==> src/logic/ext_bus_pkg.sv <==
// constants shared by the external bus control block
// assumes a 100 MHz internal bus clock and an apb register port
package ext_bus_pkg;
    // register indices; byte address is four times the index
    localparam logic [7:0] IDX_PAGE_VALUE = 8'h32;
    localparam logic [7:0] IDX_PAGE_DIR = 8'h33;
    localparam logic [7:0] IDX_MODE = 8'h0b;
    localparam logic [7:0] IDX_BUS_CTL = 8'h0e;
    localparam int ADDR_SHIFT = 2;
    // mode register fields
    localparam int MODE_C_BIT = 7;
    localparam int MODE_A_BIT = 5;
    localparam int PAGE_EMU_BIT = 0;
    // bus interface control fields
    localparam int E_CLOCK_STRETCH_ENABLE_BIT = 0;
    localparam logic [7:0] DIR_RESET = 8'h00;
    localparam logic [1:0] PE_PULLUP_RESET = 2'h3;
    typedef enum logic [2:0] {
        MODE_SPECIAL_SINGLE = 3'b000,
        MODE_EMU_NARROW = 3'b001,
        MODE_SPECIAL_TEST = 3'b010,
        MODE_EMU_WIDE = 3'b011,
        MODE_NORMAL_SINGLE = 3'b100,
        MODE_NORMAL_NARROW = 3'b101,
        MODE_PERIPHERAL = 3'b110,
        MODE_NORMAL_WIDE = 3'b111
    } mode_e;
    typedef enum logic [1:0] {
        CYC_IDLE = 2'b00,
        CYC_ADDR = 2'b01,
        CYC_DATA = 2'b10
    } cyc_state_e;
endpackage

==> src/logic/ext_bus_ctl.sv <==
// external bus mode, paging port and stretch control with apb registers
// assumes one clock; cpu side holds cpu_req until cpu_done
// Notes on behaviour
// - direction bit makes paging pin input or output
// - direction register echoed externally under page emulation
// - byte access strobe and bit zero encoding
// - word access encoding, odd word swaps halves
// - strobe and bit zero high: misaligned ram word
// - external cycles stretch zero to three periods
// - processor holds, write data stays driven
// - read data captured at e falling edge
// - selects and read/write valid through stretch
// - address phase never stretched
// - mode pins latched at reset release
// - three mode bits decode to eight modes
// - debug active at reset only in special single
// - normal modes protect controls, special modes not
// - interrupt pins start as pulled-up inputs
// - reset sets stretch enable in user modes
// - mode pins high impedance during reset
// - stretch enable chooses free or stretched e
// - value read returns pin or latch by direction
`timescale 1ns/10ps
module ext_bus_ctl
    import ext_bus_pkg::*;
(
    input wire logic clk,
    input wire logic arst_n,
    input wire logic psel,
    input wire logic penable,
    input wire logic pwrite,
    input wire logic [9:0] paddr,
    input wire logic [31:0] pwdata,
    output logic [31:0] prdata,
    output logic pready,
    output logic pslverr,
    input wire logic cpu_req,
    input wire logic cpu_wr,
    input wire logic cpu_word,
    input wire logic [15:0] cpu_addr,
    input wire logic [15:0] cpu_wdata,
    output logic cpu_hold,
    output logic cpu_done,
    output logic [15:0] cpu_rdata,
    input wire logic [1:0] stretch_sel,
    input wire logic [15:0] ad_in,
    output logic [15:0] ad_out,
    output logic ad_oe,
    output logic low_byte_strobe,
    output logic address_bit_zero,
    output logic rd_wr,
    output logic chip_select,
    output logic bus_e_clock,
    input wire logic mode_select_c,
    input wire logic mode_select_b,
    input wire logic mode_select_a,
    input wire logic [1:0] pipe_status_in,
    input wire logic pipe_out_req,
    output logic pipe_status_high,
    output logic pipe_status_low,
    output logic pipe_oe,
    input wire logic [7:0] paging_pin_in,
    output logic [7:0] paging_pin_out,
    output logic [7:0] paging_pin_oe,
    input wire logic irq_unmask,
    input wire logic nmi_unmask,
    output logic [1:0] pe_int_route,
    output logic [1:0] pe_pullup_en,
    input wire logic debug_enable_cmd,
    output logic background_debug_active
);
    logic init_done_ff;
    logic [2:0] mode_ff, nxt_mode;
    logic page_emulation_enable_ff, nxt_pee;
    logic e_clock_stretch_enable_ff, nxt_e_clock_stretch_enable;
    logic mode_wrote_ff, nxt_mode_wrote, ctl_wrote_ff, nxt_ctl_wrote;
    logic [7:0] paging_port_direction_ff, nxt_dir;
    logic [7:0] paging_port_value_ff, nxt_val;
    logic bdm_ff, nxt_bdm;
    logic own_apb_ff, nxt_own;
    logic [1:0] pipe_ff;

    logic [7:0] idx;
    logic apb_acc, hit_local, hit_echo, wr_local, special, expanded;
    logic seq_idle, seq_done, grant_echo, grant_cpu, seq_req;
    logic seq_wr, seq_word;
    logic [15:0] seq_addr, seq_wdata, seq_rdata;
    logic [7:0] page_rd;

    // special modes: special single chip, special test, peripheral
    function automatic logic is_special(input logic [2:0] m);
        is_special = (m == MODE_SPECIAL_SINGLE) | (m == MODE_SPECIAL_TEST)
            | (m == MODE_PERIPHERAL);
    endfunction

    function automatic logic is_expanded(input logic [2:0] m);
        is_expanded = (m != MODE_SPECIAL_SINGLE) & (m != MODE_NORMAL_SINGLE);
    endfunction

    assign special = is_special(mode_ff);
    assign expanded = is_expanded(mode_ff);
    assign idx = paddr[9:ADDR_SHIFT];
    assign apb_acc = psel & penable;

    // paging port registers leave the map under page emulation
    assign hit_echo = page_emulation_enable_ff & expanded
        & ((idx == IDX_PAGE_DIR) | (idx == IDX_PAGE_VALUE));
    assign hit_local = ~hit_echo & ((idx == IDX_PAGE_DIR) | (idx == IDX_PAGE_VALUE)
        | (idx == IDX_MODE) | (idx == IDX_BUS_CTL));
    assign wr_local = apb_acc & pwrite & hit_local;

    // echoed access takes the bus when the sequencer is free
    assign grant_echo = apb_acc & hit_echo & seq_idle & ~seq_done & ~own_apb_ff;
    assign grant_cpu = cpu_req & seq_idle & ~seq_done & ~grant_echo & ~own_apb_ff;
    assign seq_req = grant_echo | grant_cpu;
    assign seq_wr = grant_echo ? pwrite : cpu_wr;
    assign seq_word = grant_echo ? 1'b0 : cpu_word;
    assign seq_addr = grant_echo ? {8'h00, idx} : cpu_addr;
    assign seq_wdata = grant_echo ? {pwdata[7:0], pwdata[7:0]} : cpu_wdata;

    // processor held for the whole cycle including stretch
    assign cpu_done = seq_done & ~own_apb_ff;
    assign cpu_hold = cpu_req & ~cpu_done;
    assign cpu_rdata = seq_rdata;

    // pin value when input, latch when output
    assign page_rd = (paging_port_direction_ff & paging_port_value_ff)
        | (~paging_port_direction_ff & paging_pin_in);

    always_comb
    begin
        pready = 1'b1;
        pslverr = 1'b0;
        prdata = 32'h0000_0000;
        if (psel & hit_echo)
        begin
            pready = seq_done & own_apb_ff;
            prdata = {24'h00_0000, idx[0] ? seq_rdata[7:0] : seq_rdata[15:8]};
        end
        else if (psel & ~hit_local)
        begin
            pslverr = penable;
        end
        else if (idx == IDX_PAGE_DIR)
        begin
            prdata = {24'h00_0000, paging_port_direction_ff};
        end
        else if (idx == IDX_PAGE_VALUE)
        begin
            prdata = {24'h00_0000, page_rd};
        end
        else if (idx == IDX_MODE)
        begin
            prdata[MODE_C_BIT -: 3] = mode_ff;
            prdata[PAGE_EMU_BIT] = page_emulation_enable_ff;
        end
        else
        begin
            prdata[E_CLOCK_STRETCH_ENABLE_BIT] = e_clock_stretch_enable_ff;
        end
    end

    always_comb
    begin
        nxt_mode = mode_ff;
        nxt_pee = page_emulation_enable_ff;
        nxt_e_clock_stretch_enable = e_clock_stretch_enable_ff;
        nxt_mode_wrote = mode_wrote_ff;
        nxt_ctl_wrote = ctl_wrote_ff;
        nxt_dir = paging_port_direction_ff;
        nxt_val = paging_port_value_ff;
        nxt_bdm = bdm_ff | debug_enable_cmd;
        nxt_own = own_apb_ff;
        if (!init_done_ff)
        begin
            // first edge after reset release takes the straps
            nxt_mode = {mode_select_c, mode_select_b, mode_select_a};
            // user modes start with stretch on for a slow reset vector
            nxt_e_clock_stretch_enable = ~is_special({mode_select_c, mode_select_b, mode_select_a});
            nxt_bdm = ({mode_select_c, mode_select_b, mode_select_a}
                == MODE_SPECIAL_SINGLE) | debug_enable_cmd;
        end
        else if (wr_local)
        begin
            if (idx == IDX_PAGE_DIR)
            begin
                nxt_dir = pwdata[7:0];
            end
            if (idx == IDX_PAGE_VALUE)
            begin
                nxt_val = pwdata[7:0];
            end
            // normal modes allow one write, special modes any number
            if ((idx == IDX_MODE) & (special | ~mode_wrote_ff))
            begin
                nxt_mode_wrote = 1'b1;
                nxt_pee = pwdata[PAGE_EMU_BIT];
                // mode change limited: peripheral never entered by software
                if (pwdata[MODE_C_BIT -: 3] != MODE_PERIPHERAL)
                begin
                    nxt_mode = pwdata[MODE_C_BIT -: 3];
                end
            end
            if ((idx == IDX_BUS_CTL) & (special | ~ctl_wrote_ff))
            begin
                nxt_ctl_wrote = 1'b1;
                nxt_e_clock_stretch_enable = pwdata[E_CLOCK_STRETCH_ENABLE_BIT];
            end
        end
        if (grant_echo)
        begin
            nxt_own = 1'b1;
        end
        else if (seq_done)
        begin
            nxt_own = 1'b0;
        end
    end

    always_ff @(posedge clk or negedge arst_n)
    begin
        if (!arst_n)
        begin
            init_done_ff <= 1'b0;
            mode_ff <= MODE_SPECIAL_SINGLE;
            page_emulation_enable_ff <= 1'b0;
            e_clock_stretch_enable_ff <= 1'b0;
            mode_wrote_ff <= 1'b0;
            ctl_wrote_ff <= 1'b0;
            paging_port_direction_ff <= DIR_RESET;
            paging_port_value_ff <= 8'h00;
            bdm_ff <= 1'b0;
            own_apb_ff <= 1'b0;
            pipe_ff <= 2'h0;
        end
        else
        begin
            init_done_ff <= 1'b1;
            mode_ff <= nxt_mode;
            page_emulation_enable_ff <= nxt_pee;
            e_clock_stretch_enable_ff <= nxt_e_clock_stretch_enable;
            mode_wrote_ff <= nxt_mode_wrote;
            ctl_wrote_ff <= nxt_ctl_wrote;
            paging_port_direction_ff <= nxt_dir;
            paging_port_value_ff <= nxt_val;
            bdm_ff <= nxt_bdm;
            own_apb_ff <= nxt_own;
            pipe_ff <= pipe_status_in;
        end
    end

    // stretch enable has no effect in single chip modes
    ext_cycle_seq u_seq (
        .clk(clk),
        .arst_n(arst_n),
        .req(seq_req),
        .wr(seq_wr),
        .word(seq_word),
        .addr(seq_addr),
        .wdata(seq_wdata),
        .stretch_sel(stretch_sel),
        .e_clock_stretch_enable_en(e_clock_stretch_enable_ff & expanded),
        .ad_in(ad_in),
        .idle(seq_idle),
        .done_ff(seq_done),
        .rdata_ff(seq_rdata),
        .ad_out_ff(ad_out),
        .ad_oe_ff(ad_oe),
        .low_byte_strobe_ff(low_byte_strobe),
        .address_bit_zero_ff(address_bit_zero),
        .rd_wr_ff(rd_wr),
        .cs_ff(chip_select),
        .bus_e_clock_ff(bus_e_clock)
    );

    // pins are plain outputs only while not emulating the page
    assign paging_pin_out = paging_port_value_ff;
    assign paging_pin_oe = (page_emulation_enable_ff & expanded) ? 8'h00
        : paging_port_direction_ff;

    // shared pipe/mode pins stay released until straps are taken
    assign pipe_oe = init_done_ff & pipe_out_req;
    assign pipe_status_high = pipe_ff[1];
    assign pipe_status_low = pipe_ff[0];

    // both interrupt inputs inhibited until the core unmasks them
    assign pe_int_route = {irq_unmask, nmi_unmask};
    assign pe_pullup_en = PE_PULLUP_RESET;
    assign background_debug_active = bdm_ff;
endmodule // ext_bus_ctl

==> src/logic/ext_cycle_seq.sv <==
// one external bus cycle: address phase, data phase, stretch
// assumes req is raised only while idle and done is low; stretch_sel comes from core control
`timescale 1ns/10ps
module ext_cycle_seq
    import ext_bus_pkg::*;
(
    input wire logic clk,
    input wire logic arst_n,
    input wire logic req,
    input wire logic wr,
    input wire logic word,
    input wire logic [15:0] addr,
    input wire logic [15:0] wdata,
    input wire logic [1:0] stretch_sel,
    input wire logic e_clock_stretch_enable_en,
    input wire logic [15:0] ad_in,
    output logic idle,
    output logic done_ff,
    output logic [15:0] rdata_ff,
    output logic [15:0] ad_out_ff,
    output logic ad_oe_ff,
    output logic low_byte_strobe_ff,
    output logic address_bit_zero_ff,
    output logic rd_wr_ff,
    output logic cs_ff,
    output logic bus_e_clock_ff
);
    cyc_state_e state_ff, nxt_state;
    logic [1:0] cnt_ff, nxt_cnt;
    logic [15:0] addr_ff, nxt_addr, wd_ff, nxt_wd, nxt_rdata, nxt_ad;
    logic wr_ff, nxt_wr, word_ff, nxt_word, nxt_low_byte_strobe, nxt_ab0, nxt_done, nxt_e, swap;

    assign idle = (state_ff == CYC_IDLE);
    assign swap = word_ff & addr_ff[0];

    always_comb
    begin
        nxt_state = state_ff;
        nxt_cnt = cnt_ff;
        nxt_addr = addr_ff;
        nxt_wd = wd_ff;
        nxt_wr = wr_ff;
        nxt_word = word_ff;
        nxt_rdata = rdata_ff;
        nxt_done = 1'b0;
        nxt_low_byte_strobe = low_byte_strobe_ff;
        nxt_ab0 = address_bit_zero_ff;
        unique case (state_ff)
            CYC_IDLE:
            begin
                if (req)
                begin
                    nxt_state = CYC_ADDR;
                    nxt_addr = addr;
                    nxt_wr = wr;
                    nxt_word = word;
                    // odd word: halves exchanged on the bus
                    nxt_wd = (word & addr[0]) ? {wdata[7:0], wdata[15:8]} : wdata;
                    nxt_ab0 = addr[0];
                    nxt_low_byte_strobe = word ? addr[0] : ~addr[0];
                end
            end
            CYC_ADDR:
            begin
                // address phase is always one period, stretch never applies
                nxt_state = CYC_DATA;
                nxt_cnt = stretch_sel;
            end
            CYC_DATA:
            begin
                if (cnt_ff == 2'h0)
                begin
                    // read data taken at the falling edge of e
                    nxt_rdata = swap ? {ad_in[7:0], ad_in[15:8]} : ad_in;
                    nxt_done = 1'b1;
                    nxt_state = CYC_IDLE;
                end
                else
                begin
                    nxt_cnt = cnt_ff - 2'h1;
                end
            end
            default:
            begin
                nxt_state = CYC_IDLE;
            end
        endcase
        // write data keeps driving through the whole stretch
        nxt_ad = (nxt_state == CYC_DATA) ? nxt_wd : nxt_addr;
        // e_clock_stretch_enable=0: free running, else high only in data phase
        nxt_e = e_clock_stretch_enable_en ? (nxt_state == CYC_DATA) : ~bus_e_clock_ff;
    end

    always_ff @(posedge clk or negedge arst_n)
    begin
        if (!arst_n)
        begin
            state_ff <= CYC_IDLE;
            cnt_ff <= 2'h0;
            addr_ff <= 16'h0000;
            wd_ff <= 16'h0000;
            wr_ff <= 1'b0;
            word_ff <= 1'b0;
            rdata_ff <= 16'h0000;
            done_ff <= 1'b0;
            ad_out_ff <= 16'h0000;
            ad_oe_ff <= 1'b0;
            low_byte_strobe_ff <= 1'b0;
            address_bit_zero_ff <= 1'b0;
            rd_wr_ff <= 1'b1;
            cs_ff <= 1'b0;
            bus_e_clock_ff <= 1'b0;
        end
        else
        begin
            state_ff <= nxt_state;
            cnt_ff <= nxt_cnt;
            addr_ff <= nxt_addr;
            wd_ff <= nxt_wd;
            wr_ff <= nxt_wr;
            word_ff <= nxt_word;
            rdata_ff <= nxt_rdata;
            done_ff <= nxt_done;
            ad_out_ff <= nxt_ad;
            ad_oe_ff <= (nxt_state == CYC_ADDR) | ((nxt_state == CYC_DATA) & nxt_wr);
            low_byte_strobe_ff <= nxt_low_byte_strobe;
            address_bit_zero_ff <= nxt_ab0;
            // select and direction held for all of e high
            rd_wr_ff <= (nxt_state == CYC_IDLE) | ~nxt_wr;
            cs_ff <= (nxt_state != CYC_IDLE);
            bus_e_clock_ff <= nxt_e;
        end
    end
endmodule // ext_cycle_seq

==> config.mk <==
export PLATFORM = sky130hd
export DESIGN_NAME = ext_bus_ctl
export DESIGN_NICKNAME = d
export VERILOG_FILES = /design/src/logic/ext_bus_pkg.sv /design/src/logic/ext_bus_ctl.sv /design/src/logic/ext_cycle_seq.sv
export SDC_FILE = /design/constraint.sdc
export NUM_CORES = 1
export LEC_CHECK = 0
export BUFFER_PORTS_ARGS = -buffer_cell sky130_fd_sc_hd__buf_2
export CORE_UTILIZATION = 30
export DETAILED_ROUTE_END_ITERATION = 6
export PLACE_DENSITY = 0.6
export SETUP_SLACK_MARGIN = 0.02
export SYNTH_ARGS = -nofsm -noshare
export SYNTH_HDL_FRONTEND = slang
export SYNTH_SLANG_ARGS = --single-unit
==> constraint.sdc <==
create_clock -name clk -period 5.1 [get_ports clk]
set_input_delay 1.02 -clock clk [delete_from_list [all_inputs] [get_ports clk]]
set_output_delay 1.02 -clock clk [all_outputs]
set_load 0.01 [all_outputs]
==> flow_metrics.py, run 1 <==
metrics = {
    "cts": {
        "clock_sinks": 105,
        "clk_pin_slew_ns": 0.07,
        "clockBufferDepth": 2,
        "cts_tree": "yes",
        "clk_latency_ns": 0.36,
        "htree_levels": 3,
        "hold_buffers": 0,
        "cts_resized": 0,
        "cts_buffers": 9,
        "post-cts-setup-buffer-count": 0,
        "root_buffer": "clkbuf_16",
    },
    "power_and_ir_drop": {
        "switching_share_pct": 25.0,
        "vdd_drop_max_v": 0.000148,
        "power_density_nw_per_um2": 257,
        "seqPwrFrac_pct": 50.5,
        "internal-power_mw": 1.26,
        "p_clk_share_pct": 42.0,
        "leakagePower_nw": 3.43,
        "p_sw_mw": 0.419,
        "combPwrFrac_pct": 7.6,
    },
    "timing": {
        "worst_pin_slew_ns": 1.02,
        "layout_min_cycle_time_ns": 4.05,
        "final.setup.tns_ns": 0,
        "maxClockFrequency_mhz": 247,
        "finalSetupViolations": 0,
        "slew_headroom_pct": 31.8,
        "finalHoldViolCount": 0,
        "slew_violations": 0,
        "fin_skew_ns": 0.00876,
        "period_share_pct": 79.5,
        "rsz0062_at_grt": "no",
    },
    "floorplan": {
        "die_h_um": 136,
        "initial_utilization_pct": 30.8,
        "coreArea_um2": 17400,
        "core.rowCount": 48,
        "io_pins": 215,
        "fp.dieW_um": 136,
        "dieArea_um2": 18400,
    },
    "synthesis": {
        "synth_edf_count": 0,
        "synth_area_um2": 5350,
        "yosysTopAreaCell": "dfrtp_1",
        "yosys.area.top_type_share_pct": 48.6,
        "synthArstFlopShare_pct": 100,
        "syn_inst": 533,
        "synth-seq-cells": 105,
        "synthTopCellsByArea": "dfrtp_1 (49%), mux2_2 (8.2%), mux2i_1 (7.7%)",
        "synth.avg_cell_area_um2": 10.0,
        "yosysUniqueCellTypes": 51,
        "synthFlopType": "dfrtp_1",
        "synth_warnings": 0,
        "synth_seq_area_share_pct": 49.1,
    },
    "routing": {
        "vias_per_cell": 4.62,
        "wl_per_cell_um": 15.2,
        "ant_nets": 0,
        "dr.pass1.iters": 4,
        "drtIter0Drc": 198,
        "wl_um": 13800,
        "drcViolationCount": 0,
        "num_vias": 4203,
    },
    "grt": {
        "grt_pass1_wl_um": 21700,
        "overflow": 0,
        "gr-usage-all-layers_pct": 15.7,
        "grt_pass1_vias": 4125,
        "antenna_found_initial": 1,
        "grt_max_degree": 75,
    },
    "worst_hold_path": {
        "whs_path_depth": 1,
        "hp-class": "reg2reg",
    },
    "setup_path": {
        "path_class": "in2out",
        "cp_max_fo": 10,
        "worstPathRequired_ns": 4.08,
        "start_kind": "input pin",
        "worstSetupEndpointType": "output port",
        "worstPathArrival_ns": 3.03,
        "reg2regPathDepth": 9,
    },
    "run": {
        "max_cap_violations": 0,
    },
    "finish": {
        "n_fill_cell": 1782,
        "drive_gt1_share_pct": 35.3,
        "final_util_pct": 37.6,
        "finalNetCount": 797,
        "layout_commonest_cell": "buf_2",
        "final_cell_mix": "buf_2 (157), dfrtp_1 (104), nand2_1 (83)",
        "syn2layout_area_growth_pct": 21.9,
    },
    "placed_design": {
        "place.gp.congestion": 0.776,
        "dpl.hpwl_um": 10200,
        "portBuffers": 158,
    },
    "outcome": {
        "status": "complete, no violations",
    },
}
routing by layer:
| metal | track usage, % | part of all wire (%) | vias up |
|---|---|---|---|
| li1 | - | - | 2082 |
| met1 | 20.8 | 47 | 1972 |
| met2 | 24.2 | 46 | 134 |
| met3 | 3.82 | 5.7 | 15 |
| met4 | 6.62 | 2.0 | 0 |
| met5 | 0 | 0 | - |
synth_stat cells (3+ instances only):
library cell	number
a21oi_1	22
a31oi_1	3
mux2_2	39
nand3_1	12
a21oi_2	12
o32ai_1	3
buf_4	30
nand2_1	83
nor3b_1	4
clkbuf_1	17
mux2i_1	41
nor2_1	35
and2_1	10
buf_6	3
buf_2	4
inv_1	9
dfrtp_1	104
o21ai_0	50
nor3_1	3
nor2b_1	5
worst max-delay path, cell delays in order:
cell and delay (ns):
buf_2 0.11, or4b_1 0.64, or2_2 0.44, o31a_1 0.32, o32ai_1 0.31, buf_2 0.19
path summary, 6_finish.rpt:
| path | from | to | slack (ns) |
|---|---|---|---|
| worst max-delay path | paddr[4] | prdata[5] | 1.05 |
| worst min-delay path | u_seq.bus_e_clock_ff | u_seq.bus_e_clock_ff | 0.45 |
| min in group asynchronous | arst_n | u_seq.ad_out_ff[13] | 0.80 |
| worst max register to register | mode_ff[1] | u_seq.ad_out_ff[11] | 1.92 |
| max in group asynchronous | arst_n | u_seq.address_bit_zero_ff | 3.31 |
| worst min register to register | u_seq.bus_e_clock_ff | u_seq.bus_e_clock_ff | 0.45 |
through the flow:
stage          hold WS, ns  cell area [um2]  instances  power (mW)  worst slack (ns)
2_1_floorplan        0.422             5450        558       0.929             0.926
3_3_place_gp         0.435             6230        892       0.993             0.915
3_5_place_dp         0.443             6230        892       0.993             0.874
5_1_grt              0.474             6530        909        1.75             0.963
6_report             0.446             6530        909        1.68              1.05
4_1_cts              0.452             6530        908        1.71              1.03
flip-flops by register name, summed over array words and instances (netlist names), 2 cells and up:
register                  flops
paging_pin_out                8
u_seq.rdata_ff               16
u_seq.addr_ff                16
mode_ff                       3
u_seq.cnt_ff                  2
paging_port_direction_ff      8
u_seq.wd_ff                  16
pipe_ff                       2
u_seq.state_ff                2
u_seq.ad_out_ff              16
final cells by class:
| class | count | area, um2 | share of cell area [%] |
|---|---|---|---|
| flip-flops and latches | 105 | 2630 | 40.3 |
| inverters | 9 | 33.8 | 0.517 |
| well taps | 225 | 282 | 4.31 |
| clock buffers | 11 | 253 | 3.87 |
| clock inverters | 5 | 45.0 | 0.690 |
| multi-input cells | 388 | 2440 | 37.4 |
| repair buffers | 165 | 846 | 13.0 |
| diodes | 1 | 2.50 | 0.0383 |
power groups by stage:
| stage | logic (mW) | clock network (mW) | registers [mW] |
|---|---|---|---|
| 2_1_floorplan | 0.0664 | 0 | 0.863 |
| 3_3_place_gp | 0.130 | 0 | 0.863 |
| 3_5_place_dp | 0.130 | 0 | 0.863 |
| 4_1_cts | 0.130 | 0.730 | 0.847 |
| 5_1_grt | 0.144 | 0.758 | 0.848 |
| 6_report | 0.127 | 0.704 | 0.847 |
cell families (layout without fill, tap and decap cells):
group / after synthesis / in the layout / synth area share (%)
adders and majority gates: 2 / 2 / 0.467
other: 2 / 28 / 0.140
xor gates and xnor gates: 1 / 1 / 0.164
buffers and inverters: 65 / 190 / 7.17
muxes: 80 / 80 / 15.9
and+or+nand+nor: 170 / 170 / 14.9
AOI/OAI and AO/OA: 108 / 108 / 12.2
DFF: 105 / 105 / 49.1
Power figures use the tool's default switching activity.
==> run 2, diff against run 1 <==
==> constraint.sdc (replaced) <==
create_clock -name clk -period 3.9 [get_ports clk]
set_input_delay 0.78 -clock clk [delete_from_list [all_inputs] [get_ports clk]]
set_output_delay 0.78 -clock clk [all_outputs]
set_load 0.01 [all_outputs]
==> flow_metrics.py, run 2 (synthesis gave the netlist of run 1 again) <==
metrics = {
    "cts": {
        "hold_buffers": 0,
        "clk_pin_slew_ns": 0.07,
        "post-cts-setup-buffer-count": 0,
        "clock_sinks": 105,
        "root_buffer": "clkbuf_16",
        "clockBufferDepth": 2,
        "cts_resized": 0,
        "cts_buffers": 9,
        "htree_levels": 3,
        "cts_tree": "yes",
        "clk_latency_ns": 0.35,
    },
    "finish": {
        "final_util_pct": 38.3,
        "layout_commonest_cell": "buf_2",
        "finalNetCount": 807,
        "n_antenna_cell": 0,
        "drive_gt1_share_pct": 36.1,
        "final_cell_mix": "buf_2 (157), dfrtp_1 (104), nand2_1 (83)",
        "final_cell_count_no_fill": 918,
        "syn2layout_area_growth_pct": 24.1,
    },
    "worst_hold_path": {
        "hp-class": "reg2reg",
        "whs_path_depth": 1,
    },
    "power_and_ir_drop": {
        "leakagePower_nw": 3.50,
        "power_density_nw_per_um2": 351,
        "vdd_drop_max_v": 0.000203,
        "finalPower_mw": 2.33,
    },
    "timing": {
        "maxClockFrequency_mhz": 275,
        "worst_pin_slew_ns": 1.00,
        "layout_min_cycle_time_ns": 3.64,
        "final.setup.tns_ns": 0,
        "finalSetupViolations": 0,
        "slew_headroom_pct": 32.8,
        "fin_skew_ns": 0.00799,
        "period_share_pct": 93.4,
        "finalHoldViolCount": 0,
        "holdWs_ns": 0.449,
        "slew_violations": 0,
        "rsz0062_at_grt": "no",
    },
    "routing": {
        "dr.pass1.iters": 4,
        "num_vias": 4276,
        "wl_um": 14100,
        "wl_per_cell_um": 15.4,
        "drcViolationCount": 0,
        "ant_nets": 0,
        "drtIter0Drc": 198,
        "vias_per_cell": 4.66,
    },
    "grt": {
        "grt_pass1_vias": 4112,
        "gr-usage-all-layers_pct": 16.0,
        "grt_max_degree": 57,
        "grt_pass1_wl_um": 22200,
        "overflow": 0,
        "antenna_found_initial": 0,
    },
    "setup_path": {
        "cpMostUsedCell": "buf_2",
        "cp_max_fo": 10,
        "critPathSlowestCell": "or4b_1",
        "slowest_delay_ns": 0.65,
        "worstPathArrival_ns": 2.86,
        "worstPathRequired_ns": 3.12,
        "cp_cell_sequence": "buf_2 > or4b_1 > or2_2 > o31a_1 > o32ai_1 > buf_2",
        "reg2regPathDepth": 9,
        "worstSetupEndpointType": "output port",
        "start_kind": "input pin",
        "path_class": "in2out",
    },
    "placed_design": {
        "place.gp.congestion": 0.773,
        "dpl.hpwl_um": 10400,
        "portBuffers": 158,
        "dp.cells": 902,
    },
    "floorplan": {
        "coreArea_um2": 17400,
        "dieArea_um2": 18400,
        "initial_utilization_pct": 30.8,
        "core.rowCount": 48,
        "die_h_um": 136,
        "fp.dieW_um": 136,
        "io_pins": 215,
    },
    "run": {
        "max_cap_violations": 0,
    },
    "outcome": {
        "status": "complete, no violations",
    },
}
==> run 2: cell count changes in the layout (fill, tap and decap cells not counted), sizes merged <==
| cell | previous run | this run |
|---|---|---|
| bufinv | 0 | 3 |
| clkinvlp | 1 | 0 |
| diode | 1 | 0 |
| clkbuf | 11 | 10 |
| buf | 165 | 175 |
| inv | 13 | 11 |
| clkinv | 0 | 1 |
==> run 2: stage by stage <==
stage	area, um2	setup WS, ns
floorplan	5450	0.113
global placement	6300	0.291
detailed placement	6300	0.289
CTS	6650	0.283
global route	6650	0.240
finish	6650	0.258
==> run 2: report_power, final <==
group / internal (mW) / switching [mW]
combinational: 0.0706 / 0.0993
clock: 0.632 / 0.420
sequential: 1.10 / 0.00969
total: 1.80 / 0.529
==> run 2: critical path, delay by kind of cell <==
kind	cells	cell delay, ns
AOI/OAI and AO/OA	2	0.67
buffers and inverters	2	0.31
and+or+nand+nor	2	1.10
==> run 2: path summary, 6_finish.rpt <==
path	start	endpoint	slack [ns]
worst max-delay path	paddr[4]	prdata[5]	0.26
worst min-delay path	u_seq.bus_e_clock_ff	u_seq.bus_e_clock_ff	0.45
worst max register to register	mode_ff[0]	u_seq.ad_out_ff[10]	1.06
worst min register to register	u_seq.bus_e_clock_ff	u_seq.bus_e_clock_ff	0.45
max in group asynchronous	arst_n	paging_pin_out[5]	2.67
min in group asynchronous	arst_n	u_seq.wd_ff[5]	0.49
==> run 2: layout make-up <==
| class | count | area (um2) |
|---|---|---|
| fillers | 1785 | 10700 |
| flip-flops and latches | 105 | 2630 |
| multi-input cells | 388 | 2440 |
| repair buffers | 175 | 921 |
| well taps | 225 | 282 |
| clock buffers | 10 | 229 |
| clock inverters | 6 | 113 |
| inverters | 9 | 33.8 |
==> run 2: per-layer routing <==
layer / GRT usage [%] / part of all wire, % / up-vias
met4: 5.12 / 0.94 / 0
li1: - / - / 2090
met2: 25.9 / 48 / 132
met3: 3.89 / 6.0 / 12
met5: 0 / 0 / -
met1: 20.9 / 45 / 2042
